==> src/verilog/scc_map.svh <==
// register offsets, field positions, reset values and counts
`ifndef SCC_MAP_SVH
`define SCC_MAP_SVH
// device command offsets on the link
`define SCC_OFF_SOFT_TRIG 8'h0f
`define SCC_OFF_FIXED_FREQ 8'h10
`define SCC_OFF_SAVE 8'h12
`define SCC_OFF_SELF_CAL 8'h13
`define SCC_OFF_MODE 8'h14
`define SCC_OFF_UART_RATE 8'h15
`define SCC_OFF_QUERY 8'h20
`define SCC_OFF_OUT_BUF 8'h25
// synthesis mode fields
`define SCC_MODE_SWEEP 0
`define SCC_MODE_LOW_GAIN 1
`define SCC_MODE_INTN 2
`define SCC_MODE_FINE_RES 3
`define SCC_MODE_SPUR 4
`define SCC_MODE_RST 5'h00
`define SCC_FREQ_RST 56'h0
`define SCC_BAUD_RST 4'h0
`define SCC_BAUD_MAX 4'h7
`define SCC_RATE_RST 21'h0e100
// status word field positions
`define SCC_STAT_MODE_LSB 8
`define SCC_STAT_RUN 13
`define SCC_RESULT_BYTES 4'h8
// host controller registers on the ahb-lite bus
`define SCC_H_ADDR 8'h00
`define SCC_H_DATA_LO 8'h04
`define SCC_H_DATA_HI 8'h08
`define SCC_H_CTRL 8'h0c
`define SCC_H_STATUS 8'h10
`define SCC_H_RES_LO 8'h14
`define SCC_H_RES_HI 8'h18
`define SCC_CTRL_GO 0
`define SCC_CTRL_SPI 1
`endif

==> src/verilog/scc_pkg.sv <==
// types shared by both ends of the command link
package scc_pkg;
    typedef enum logic [2:0] {
        SCC_LOAD = 3'b001,
        SCC_IDLE = 3'b010,
        SCC_SEND = 3'b100
    } scc_dev_state_t;
    typedef enum logic [3:0] {
        SCC_H_IDLE = 4'b0001,
        SCC_H_CMD = 4'b0010,
        SCC_H_FETCH = 4'b0100,
        SCC_H_RECV = 4'b1000
    } scc_host_state_t;
endpackage
==> src/verilog/scc_if.sv <==
// command link between host controller and synthesizer command block
`timescale 1ns/10ps
`default_nettype none
interface scc_if;
    logic cmd_valid;
    logic cmd_ready;
    logic [7:0] cmd_addr;
    logic [55:0] cmd_data;
    logic spi_sel;
    logic rsp_valid;
    logic [7:0] rsp_byte;
    modport dev (input cmd_valid, cmd_addr, cmd_data, spi_sel,
        output cmd_ready, rsp_valid, rsp_byte);
    modport host (output cmd_valid, cmd_addr, cmd_data, spi_sel,
        input cmd_ready, rsp_valid, rsp_byte);
endinterface
`default_nettype wire

==> src/verilog/scc_dev.sv <==
// synthesizer command registers: device end of the command link
//
// Local design decision: the AHB-Lite slave port.
`timescale 1ns/10ps
`default_nettype none
`include "scc_map.svh"
module scc_dev (
    input wire logic clk,
    input wire logic rst,
    scc_if.dev lnk,
    output logic nvm_load_req,
    input wire logic nvm_load_valid,
    input wire logic [60:0] nvm_load_data,
    output logic nvm_save,
    output logic [60:0] nvm_save_data,
    output logic cal_start,
    output logic cal_sum,
    output logic freq_update,
    output logic [55:0] fixed_tone_freq_reg,
    output logic list_trigger,
    output logic sweep_mode,
    output logic low_loop_gain,
    output logic intn_lock,
    output logic fine_res,
    output logic spur_active,
    output logic [20:0] uart_rate,
    input wire logic [5:0] pll_status,
    input wire logic list_running,
    input wire logic [31:0] cur_phase,
    input wire logic [63:0] sweep_start,
    input wire logic [63:0] sweep_stop,
    input wire logic [63:0] sweep_step,
    input wire logic [31:0] dwell_time,
    input wire logic [31:0] sweep_cycles
);
    // ------------------------------------------------------------
    // decoding helpers
    // ------------------------------------------------------------
    function automatic logic [20:0] baud_of(input logic [3:0] idx);
        case (idx)
            4'h0: baud_of = 21'd57600;
            4'h1: baud_of = 21'd115200;
            4'h2: baud_of = 21'd19200;
            4'h3: baud_of = 21'd38400;
            4'h4: baud_of = 21'd230400;
            4'h5: baud_of = 21'd460800;
            4'h6: baud_of = 21'd921600;
            default: baud_of = 21'd1843200;
        endcase
    endfunction

    logic [4:0] mode_reg, mode_next;
    logic [55:0] freq_reg, freq_next;
    logic [3:0] baud_reg, baud_next;

    function automatic logic [63:0] query_of(input logic [3:0] code);
        query_of = 64'h0;
        case (code)
            4'h0: begin
                query_of[5:0] = pll_status;
                query_of[`SCC_STAT_MODE_LSB +: 5] = mode_reg;
                query_of[`SCC_STAT_RUN] = list_running;
            end
            4'h1: query_of = {8'h00, freq_reg};
            4'h2: query_of = {32'h0, cur_phase};
            4'h3: query_of = sweep_start;
            4'h4: query_of = sweep_stop;
            4'h5: query_of = sweep_step;
            4'h6: query_of = {32'h0, dwell_time};
            4'h7: query_of = {32'h0, sweep_cycles};
            default: query_of = 64'h0;
        endcase
    endfunction

    // ------------------------------------------------------------
    // state
    // ------------------------------------------------------------
    scc_pkg::scc_dev_state_t st_reg, st_next;
    logic [63:0] buf_reg, buf_next;
    logic [3:0] cnt_reg, cnt_next;
    logic ready_reg, ready_next;
    logic rsp_valid_reg, rsp_valid_next;
    logic [7:0] rsp_byte_reg, rsp_byte_next;
    logic load_req_reg, load_req_next;
    logic save_reg, save_next;
    logic cal_reg, cal_next;
    logic cal_sum_reg, cal_sum_next;
    logic upd_reg, upd_next;
    logic trig_reg, trig_next;
    logic spur_reg, spur_next;
    logic [20:0] rate_reg, rate_next;
    logic take;

    assign take = lnk.cmd_valid && ready_reg;

    always_comb begin
        st_next = st_reg;
        buf_next = buf_reg;
        cnt_next = cnt_reg;
        mode_next = mode_reg;
        freq_next = freq_reg;
        baud_next = baud_reg;
        load_req_next = 1'b0;
        save_next = 1'b0;
        cal_next = 1'b0;
        cal_sum_next = cal_sum_reg;
        upd_next = 1'b0;
        trig_next = 1'b0;
        rsp_valid_next = 1'b0;
        rsp_byte_next = rsp_byte_reg;
        case (st_reg)
            scc_pkg::SCC_LOAD: begin
                load_req_next = 1'b1;
                if (nvm_load_valid) begin
                    // defaults come back before any command is taken
                    freq_next = nvm_load_data[55:0];
                    mode_next = nvm_load_data[60:56];
                    load_req_next = 1'b0;
                    st_next = scc_pkg::SCC_IDLE;
                end
            end
            scc_pkg::SCC_IDLE: begin
                if (take) begin
                    case (lnk.cmd_addr)
                        `SCC_OFF_SAVE: begin
                            save_next = (lnk.cmd_data == 56'h0);
                        end
                        `SCC_OFF_SELF_CAL: begin
                            cal_next = 1'b1;
                            cal_sum_next = lnk.cmd_data[0];
                        end
                        `SCC_OFF_MODE: begin
                            mode_next = lnk.cmd_data[4:0];
                        end
                        `SCC_OFF_FIXED_FREQ: begin
                            if (!mode_reg[`SCC_MODE_SWEEP]) begin
                                freq_next = lnk.cmd_data;
                                upd_next = 1'b1;
                            end
                        end
                        `SCC_OFF_SOFT_TRIG: begin
                            trig_next = mode_reg[`SCC_MODE_SWEEP];
                        end
                        `SCC_OFF_UART_RATE: begin
                            if (lnk.cmd_data[3:0] <= `SCC_BAUD_MAX) begin
                                baud_next = lnk.cmd_data[3:0];
                            end
                        end
                        `SCC_OFF_QUERY: begin
                            buf_next = query_of(lnk.cmd_data[3:0]);
                            if (!lnk.spi_sel) begin
                                cnt_next = `SCC_RESULT_BYTES;
                                st_next = scc_pkg::SCC_SEND;
                            end
                        end
                        `SCC_OFF_OUT_BUF: begin
                            cnt_next = `SCC_RESULT_BYTES;
                            st_next = scc_pkg::SCC_SEND;
                        end
                        default: begin
                        end
                    endcase
                end
            end
            scc_pkg::SCC_SEND: begin
                // low byte first; shifting in zeros clears the buffer
                rsp_valid_next = 1'b1;
                rsp_byte_next = buf_reg[7:0];
                buf_next = {8'h00, buf_reg[63:8]};
                cnt_next = cnt_reg - 4'h1;
                if (cnt_reg == 4'h1) begin
                    st_next = scc_pkg::SCC_IDLE;
                end
            end
            default: begin
                st_next = scc_pkg::SCC_LOAD;
            end
        endcase
        ready_next = (st_next == scc_pkg::SCC_IDLE) && !take;
        // spur suppression only acts while integer-N lock (intn_lock) is off
        spur_next = mode_next[`SCC_MODE_SPUR] &&
            !mode_next[`SCC_MODE_INTN];
        rate_next = baud_of(baud_next);
    end

    always_ff @(posedge clk or posedge rst) begin
        if (rst) begin
            st_reg <= scc_pkg::SCC_LOAD;
            buf_reg <= 64'h0;
            cnt_reg <= 4'h0;
            mode_reg <= `SCC_MODE_RST;
            freq_reg <= `SCC_FREQ_RST;
            baud_reg <= `SCC_BAUD_RST;
            ready_reg <= 1'b0;
            rsp_valid_reg <= 1'b0;
            rsp_byte_reg <= 8'h00;
            load_req_reg <= 1'b0;
            save_reg <= 1'b0;
            cal_reg <= 1'b0;
            cal_sum_reg <= 1'b0;
            upd_reg <= 1'b0;
            trig_reg <= 1'b0;
            spur_reg <= 1'b0;
            rate_reg <= `SCC_RATE_RST;
        end else begin
            st_reg <= st_next;
            buf_reg <= buf_next;
            cnt_reg <= cnt_next;
            mode_reg <= mode_next;
            freq_reg <= freq_next;
            baud_reg <= baud_next;
            ready_reg <= ready_next;
            rsp_valid_reg <= rsp_valid_next;
            rsp_byte_reg <= rsp_byte_next;
            load_req_reg <= load_req_next;
            save_reg <= save_next;
            cal_reg <= cal_next;
            cal_sum_reg <= cal_sum_next;
            upd_reg <= upd_next;
            trig_reg <= trig_next;
            spur_reg <= spur_next;
            rate_reg <= rate_next;
        end
    end

    // ------------------------------------------------------------
    // outputs
    // ------------------------------------------------------------
    assign lnk.cmd_ready = ready_reg;
    assign lnk.rsp_valid = rsp_valid_reg;
    assign lnk.rsp_byte = rsp_byte_reg;
    assign nvm_load_req = load_req_reg;
    assign nvm_save = save_reg;
    assign nvm_save_data = {mode_reg, freq_reg};
    assign cal_start = cal_reg;
    assign cal_sum = cal_sum_reg;
    assign freq_update = upd_reg;
    assign fixed_tone_freq_reg = freq_reg;
    assign list_trigger = trig_reg;
    assign sweep_mode = mode_reg[`SCC_MODE_SWEEP];
    assign low_loop_gain = mode_reg[`SCC_MODE_LOW_GAIN];
    assign intn_lock = mode_reg[`SCC_MODE_INTN];
    assign fine_res = mode_reg[`SCC_MODE_FINE_RES];
    assign spur_active = spur_reg;
    assign uart_rate = rate_reg;
endmodule
`default_nettype wire

==> src/flat_wrapper.sv <==
// flat-port wrapper written by rule: the top's interface ports become plain ports
module scc_dev_flat 
  (clk, rst, nvm_load_req, nvm_load_valid, nvm_load_data, nvm_save, nvm_save_data, cal_start, cal_sum, freq_update, fixed_tone_freq_reg, list_trigger, sweep_mode, low_loop_gain, intn_lock, fine_res, spur_active, uart_rate, pll_status, list_running, cur_phase, sweep_start, sweep_stop, sweep_step, dwell_time, sweep_cycles, lnk_cmd_valid, lnk_cmd_addr, lnk_cmd_data, lnk_spi_sel, lnk_cmd_ready, lnk_rsp_valid, lnk_rsp_byte);
  scc_if lnk_i ();
  input wire logic clk;
  input wire logic rst;
  output logic nvm_load_req;
  input wire logic nvm_load_valid;
  input wire logic [60:0] nvm_load_data;
  output logic nvm_save;
  output logic [60:0] nvm_save_data;
  output logic cal_start;
  output logic cal_sum;
  output logic freq_update;
  output logic [55:0] fixed_tone_freq_reg;
  output logic list_trigger;
  output logic sweep_mode;
  output logic low_loop_gain;
  output logic intn_lock;
  output logic fine_res;
  output logic spur_active;
  output logic [20:0] uart_rate;
  input wire logic [5:0] pll_status;
  input wire logic list_running;
  input wire logic [31:0] cur_phase;
  input wire logic [63:0] sweep_start;
  input wire logic [63:0] sweep_stop;
  input wire logic [63:0] sweep_step;
  input wire logic [31:0] dwell_time;
  input wire logic [31:0] sweep_cycles;
  input wire logic [$bits(lnk_i.cmd_valid)-1:0] lnk_cmd_valid;
  input wire logic [$bits(lnk_i.cmd_addr)-1:0] lnk_cmd_addr;
  input wire logic [$bits(lnk_i.cmd_data)-1:0] lnk_cmd_data;
  input wire logic [$bits(lnk_i.spi_sel)-1:0] lnk_spi_sel;
  output wire logic [$bits(lnk_i.cmd_ready)-1:0] lnk_cmd_ready;
  output wire logic [$bits(lnk_i.rsp_valid)-1:0] lnk_rsp_valid;
  output wire logic [$bits(lnk_i.rsp_byte)-1:0] lnk_rsp_byte;
  assign lnk_i.cmd_valid = lnk_cmd_valid;
  assign lnk_i.cmd_addr = lnk_cmd_addr;
  assign lnk_i.cmd_data = lnk_cmd_data;
  assign lnk_i.spi_sel = lnk_spi_sel;
  assign lnk_cmd_ready = lnk_i.cmd_ready;
  assign lnk_rsp_valid = lnk_i.rsp_valid;
  assign lnk_rsp_byte = lnk_i.rsp_byte;
  scc_dev u_core (.clk(clk), .rst(rst), .lnk(lnk_i), .nvm_load_req(nvm_load_req), .nvm_load_valid(nvm_load_valid), .nvm_load_data(nvm_load_data), .nvm_save(nvm_save), .nvm_save_data(nvm_save_data), .cal_start(cal_start), .cal_sum(cal_sum), .freq_update(freq_update), .fixed_tone_freq_reg(fixed_tone_freq_reg), .list_trigger(list_trigger), .sweep_mode(sweep_mode), .low_loop_gain(low_loop_gain), .intn_lock(intn_lock), .fine_res(fine_res), .spur_active(spur_active), .uart_rate(uart_rate), .pll_status(pll_status), .list_running(list_running), .cur_phase(cur_phase), .sweep_start(sweep_start), .sweep_stop(sweep_stop), .sweep_step(sweep_step), .dwell_time(dwell_time), .sweep_cycles(sweep_cycles));
endmodule
==> config.mk <==
export PLATFORM = sky130hd
export DESIGN_NAME = scc_dev_flat
export DESIGN_NICKNAME = d
export VERILOG_FILES = /design/src/verilog/scc_pkg.sv /design/src/verilog/scc_if.sv /design/src/verilog/scc_dev.sv /design/src/flat_wrapper.sv
export VERILOG_INCLUDE_DIRS = /design/src /design/src/verilog
export SDC_FILE = /design/constraint.sdc
export NUM_CORES = 1
export LEC_CHECK = 0
export BUFFER_PORTS_ARGS = -buffer_cell sky130_fd_sc_hd__buf_2
export CAP_MARGIN = 0
export CELL_PAD_IN_SITES_DETAIL_PLACEMENT = 0
export CELL_PAD_IN_SITES_GLOBAL_PLACEMENT = 1
export CORE_AREA = 2 2 227 229
export DETAILED_ROUTE_END_ITERATION = 7
export DIE_AREA = 0 0 229 231
export HOLD_SLACK_MARGIN = 0.06
export MAX_ROUTING_LAYER = met4
export PLACE_DENSITY_LB_ADDON = 0.1
export SYNTH_ARGS = -nofsm -noshare
export SYNTH_HDL_FRONTEND = slang
export SYNTH_SLANG_ARGS = --single-unit
==> constraint.sdc <==
create_clock -name clk -period 12.3 [get_ports clk]
set_clock_uncertainty 0.05 [all_clocks]
set_input_delay 1.23 -clock clk [delete_from_list [all_inputs] [get_ports clk]]
set_output_delay 1.23 -clock clk [all_outputs]
set_load 0.005 [all_outputs]
==> impl_metrics.json <==
{
  "run_status": "finished clean",
  "synth.distinct_cells": 75,
  "grt-ovfl-total": 0,
  "crit-reg2reg-launch": "u_core.st_reg[2]",
  "drv_cap": 0,
  "hold_violations": 0,
  "worst_pin_slew_ps": 1330,
  "critPathLaunchType": "input pin",
  "synth_xor_area_share_pct": 0.3129,
  "whs_ps": 421.5,
  "dieArea_mm2": 0.05290,
  "dp.cells": 2317,
  "worstPathRequired_ps": 12620,
  "cp.arrival_ps": 4110,
  "viasPerCell": 4.873,
  "ys.flop_type": "dfrtp_1",
  "drcViolationCount": 0,
  "cts.repair.resized": 0,
  "drt_wl_total_um": 67450,
  "crit_family": "buffers and inverters",
  "place_area_mm2": 0.01420,
  "cts_hold_buf": 0,
  "ys_seq_area_share_pct": 37.16,
  "ff2ff_setup_slack_ps": 9390,
  "hpwlAfterDp_um": 53410,
  "synth.avg_cell_area_um2": 9.299,
  "layout.cells.non_filler": 2369,
  "antenna_found_initial": 24,
  "relSlewSlack_pct": 11.14,
  "synthMuxAreaShare_pct": 16.12,
  "synth_edf_count": 0,
  "gp_congestion": 0.8709,
  "fin_total_pwr_mw": 2.334,
  "slowest_delay_ps": 570,
  "drt-pass1-iter-count": 6,
  "yosys.area_share.simple_pct": 18.82,
  "p_per_area_mw_per_mm2": 156.9,
  "grt_max_degree": 120,
  "synth_area_leaders": "dfrtp_1 36%, nand2_1 7.6%, mux2i_1 7.1%",
  "grt_pass1_vias": 11868,
  "synth_top_area_cell": "dfrtp_1",
  "setup_ws_ps": 8506,
  "reg2reg_depth": 7,
  "clkSinkCount": 166,
  "syn_to_final_growth_pct": 32.82,
  "yosysWarnings": 0,
  "ctsHtreeMaxLevel": 4,
  "ys_ff_latch": 166,
  "die_y_um": 231,
  "final_cell_area_mm2": 0.01487,
  "syn-cell-area_mm2": 0.01120,
  "netlist_instances": 1204,
  "post_drt_wl_per_cell_um": 28.47,
  "layout-drive-gt1-share_pct": 43.98,
  "clkTransAtPathRegs_ps": 60,
  "path_cells": "buf_4 -> buf_4 -> buf_4 -> nor3_1 -> or3_1 -> or3_1 -> buf_4 -> o221ai_1",
  "cp-end-kind": "flop",
  "fin_nets": 2083,
  "core_region_area_mm2": 0.05068,
  "min-delay-start": "u_core.lnk.rsp_byte[4]",
  "die_w_um": 229,
  "min_period_ps": 3794,
  "cts_buffers": 17,
  "dp_worst_setup_slack_ps": 8048,
  "post-synth-top-area-fraction_pct": 35.99,
  "fillers": 5586,
  "cts_tree": "yes",
  "synth_compound_area_share_pct": 17.80,
  "fin_setup_tns_ps": 0,
  "cts_root_buf": "clkbuf_16",
  "slew_viol_final": 0,
  "hold_class": "reg -> reg",
  "synthArstFlopShare_pct": 100.0,
  "cpMostUsedCell": "buf_4",
  "port_buffers": 575,
  "utilization_pct": 29.34,
  "synthAdderAreaFrac_pct": 0.2235,
  "grt_util_all_layers_pct": 25.59,
  "cp_max_fo": 39,
  "leakagePower_nw": 7.367,
  "setup_viol": 0,
  "postRouteAntennaNets": 0,
  "ir_drop_mv": 0.07760,
  "rsz0062_at_grt": "no",
  "synth_common_cells": "226 x nand2_1, 161 x dfrtp_1, 79 x mux2i_1",
  "cp_num_buf_inv": 4,
  "clk_latency_ps": 470,
  "synth_top_family_by_area": "simple AND/OR/NAND/NOR gates",
  "initial_core_util_pct": 22.09,
  "cp_slowest_cell": "buf_4",
  "grt_pass1_wl_um": 92730,
  "min_to": "u_core.lnk.rsp_byte[4]",
  "vias": 11544,
  "fin_crit_sh_pct": 30.84,
  "fmax_mhz": 263.6,
  "ios": 584,
  "cts_buffer_depth": 2,
  "hold_depth": 2,
  "crit_type": "in -> reg",
  "r2r_end": "u_core.buf_reg[49]",
  "cts_setup_buffers": 0,
  "largest_reg_flops": 64,
  "drtIter0Drc": 728,
  "synth.most_common_cell": "nand2_1",
  "rows": 83
}
[cells in the final DEF, fill, tap and decap left out, types with 18 or more instances in the layout]
cell      netlist  layout
buf_2          37     572
nand2_1       226     226
dfrtp_1       161     161
mux2i_1        79      79
mux2_2         69      69
nor2_1         40      40
o221ai_1       34      34
a221o_1        30      30
a21oi_1        27      27
inv_1          27      26
a22oi_1        23      23
a22o_1         23      23
nand3b_1       22      22
buf_4          69      21
diode_2         0      20
nor4_1         19      19
o22ai_1        19      19
and2_1         18      18
[worst min-delay path: cells and delay by family (launching register included)]
family / cells / cell delay [ps]
AND/OR/NAND/NOR: 2 / 100
flip-flops: 1 / 340
[logic make-up (layout without fill, tap and decap cells)]
kind of cell / count (synthesis) / in the layout
other: 1 / 28
adder cells (fa/ha/maj): 2 / 2
XOR/XNOR: 4 / 4
AO/OA/AOI/OAI: 252 / 252
multiplexers: 162 / 162
buffers and inverters: 195 / 653
AND/OR/NAND/NOR: 422 / 422
flip-flops: 166 / 166
[power by group]
| part | switching [mW] | total, mW | internal, mW | leakage (nW) |
|---|---|---|---|---|
| Sequential | 0.236 | 0.900 | 0.664 | 2.02 |
| Combinational | 0.430 | 0.847 | 0.417 | 5.05 |
| Clock | 0.246 | 0.587 | 0.341 | 0.297 |
[final cells by class]
class	count	area, µm²	share of cell area (%)
multi-input cells	850	6061	40.76
flip-flops and latches	166	4160	27.98
repair buffers	593	3020	20.31
well taps	680	850.8	5.722
clock buffers	24	491.7	3.307
clock inverters	8	123.9	0.8330
inverters	28	112.6	0.7573
diodes	20	50.05	0.3366
[worst max path at each step]
stage | endpoint | start | slack (ps) | depth (start not counted)
after floorplan | u_core.baud_reg[0] | rst | 6540 | 1
after global placement | u_core.buf_reg[27] | lnk_cmd_data[1] | 8100 | 8
after detailed placement | u_core.buf_reg[38] | lnk_cmd_data[1] | 8050 | 8
after CTS | u_core.buf_reg[42] | lnk_cmd_data[1] | 8540 | 8
after global routing | u_core.buf_reg[42] | lnk_cmd_data[1] | 8350 | 8
final | u_core.buf_reg[42] | lnk_cmd_data[1] | 8510 | 8
[layer usage]
layer | vias to the layer above | routed length (µm) | track usage (%)
met1 | 5775 | 29790 | 32.57
met2 | 425 | 33500 | 42.64
met5 | - | 0 | -
met3 | 42 | 3467 | 4.620
li1 | 5302 | - | -
met4 | 0 | 699 | 4.951
(Power assumes the default switching activity.)
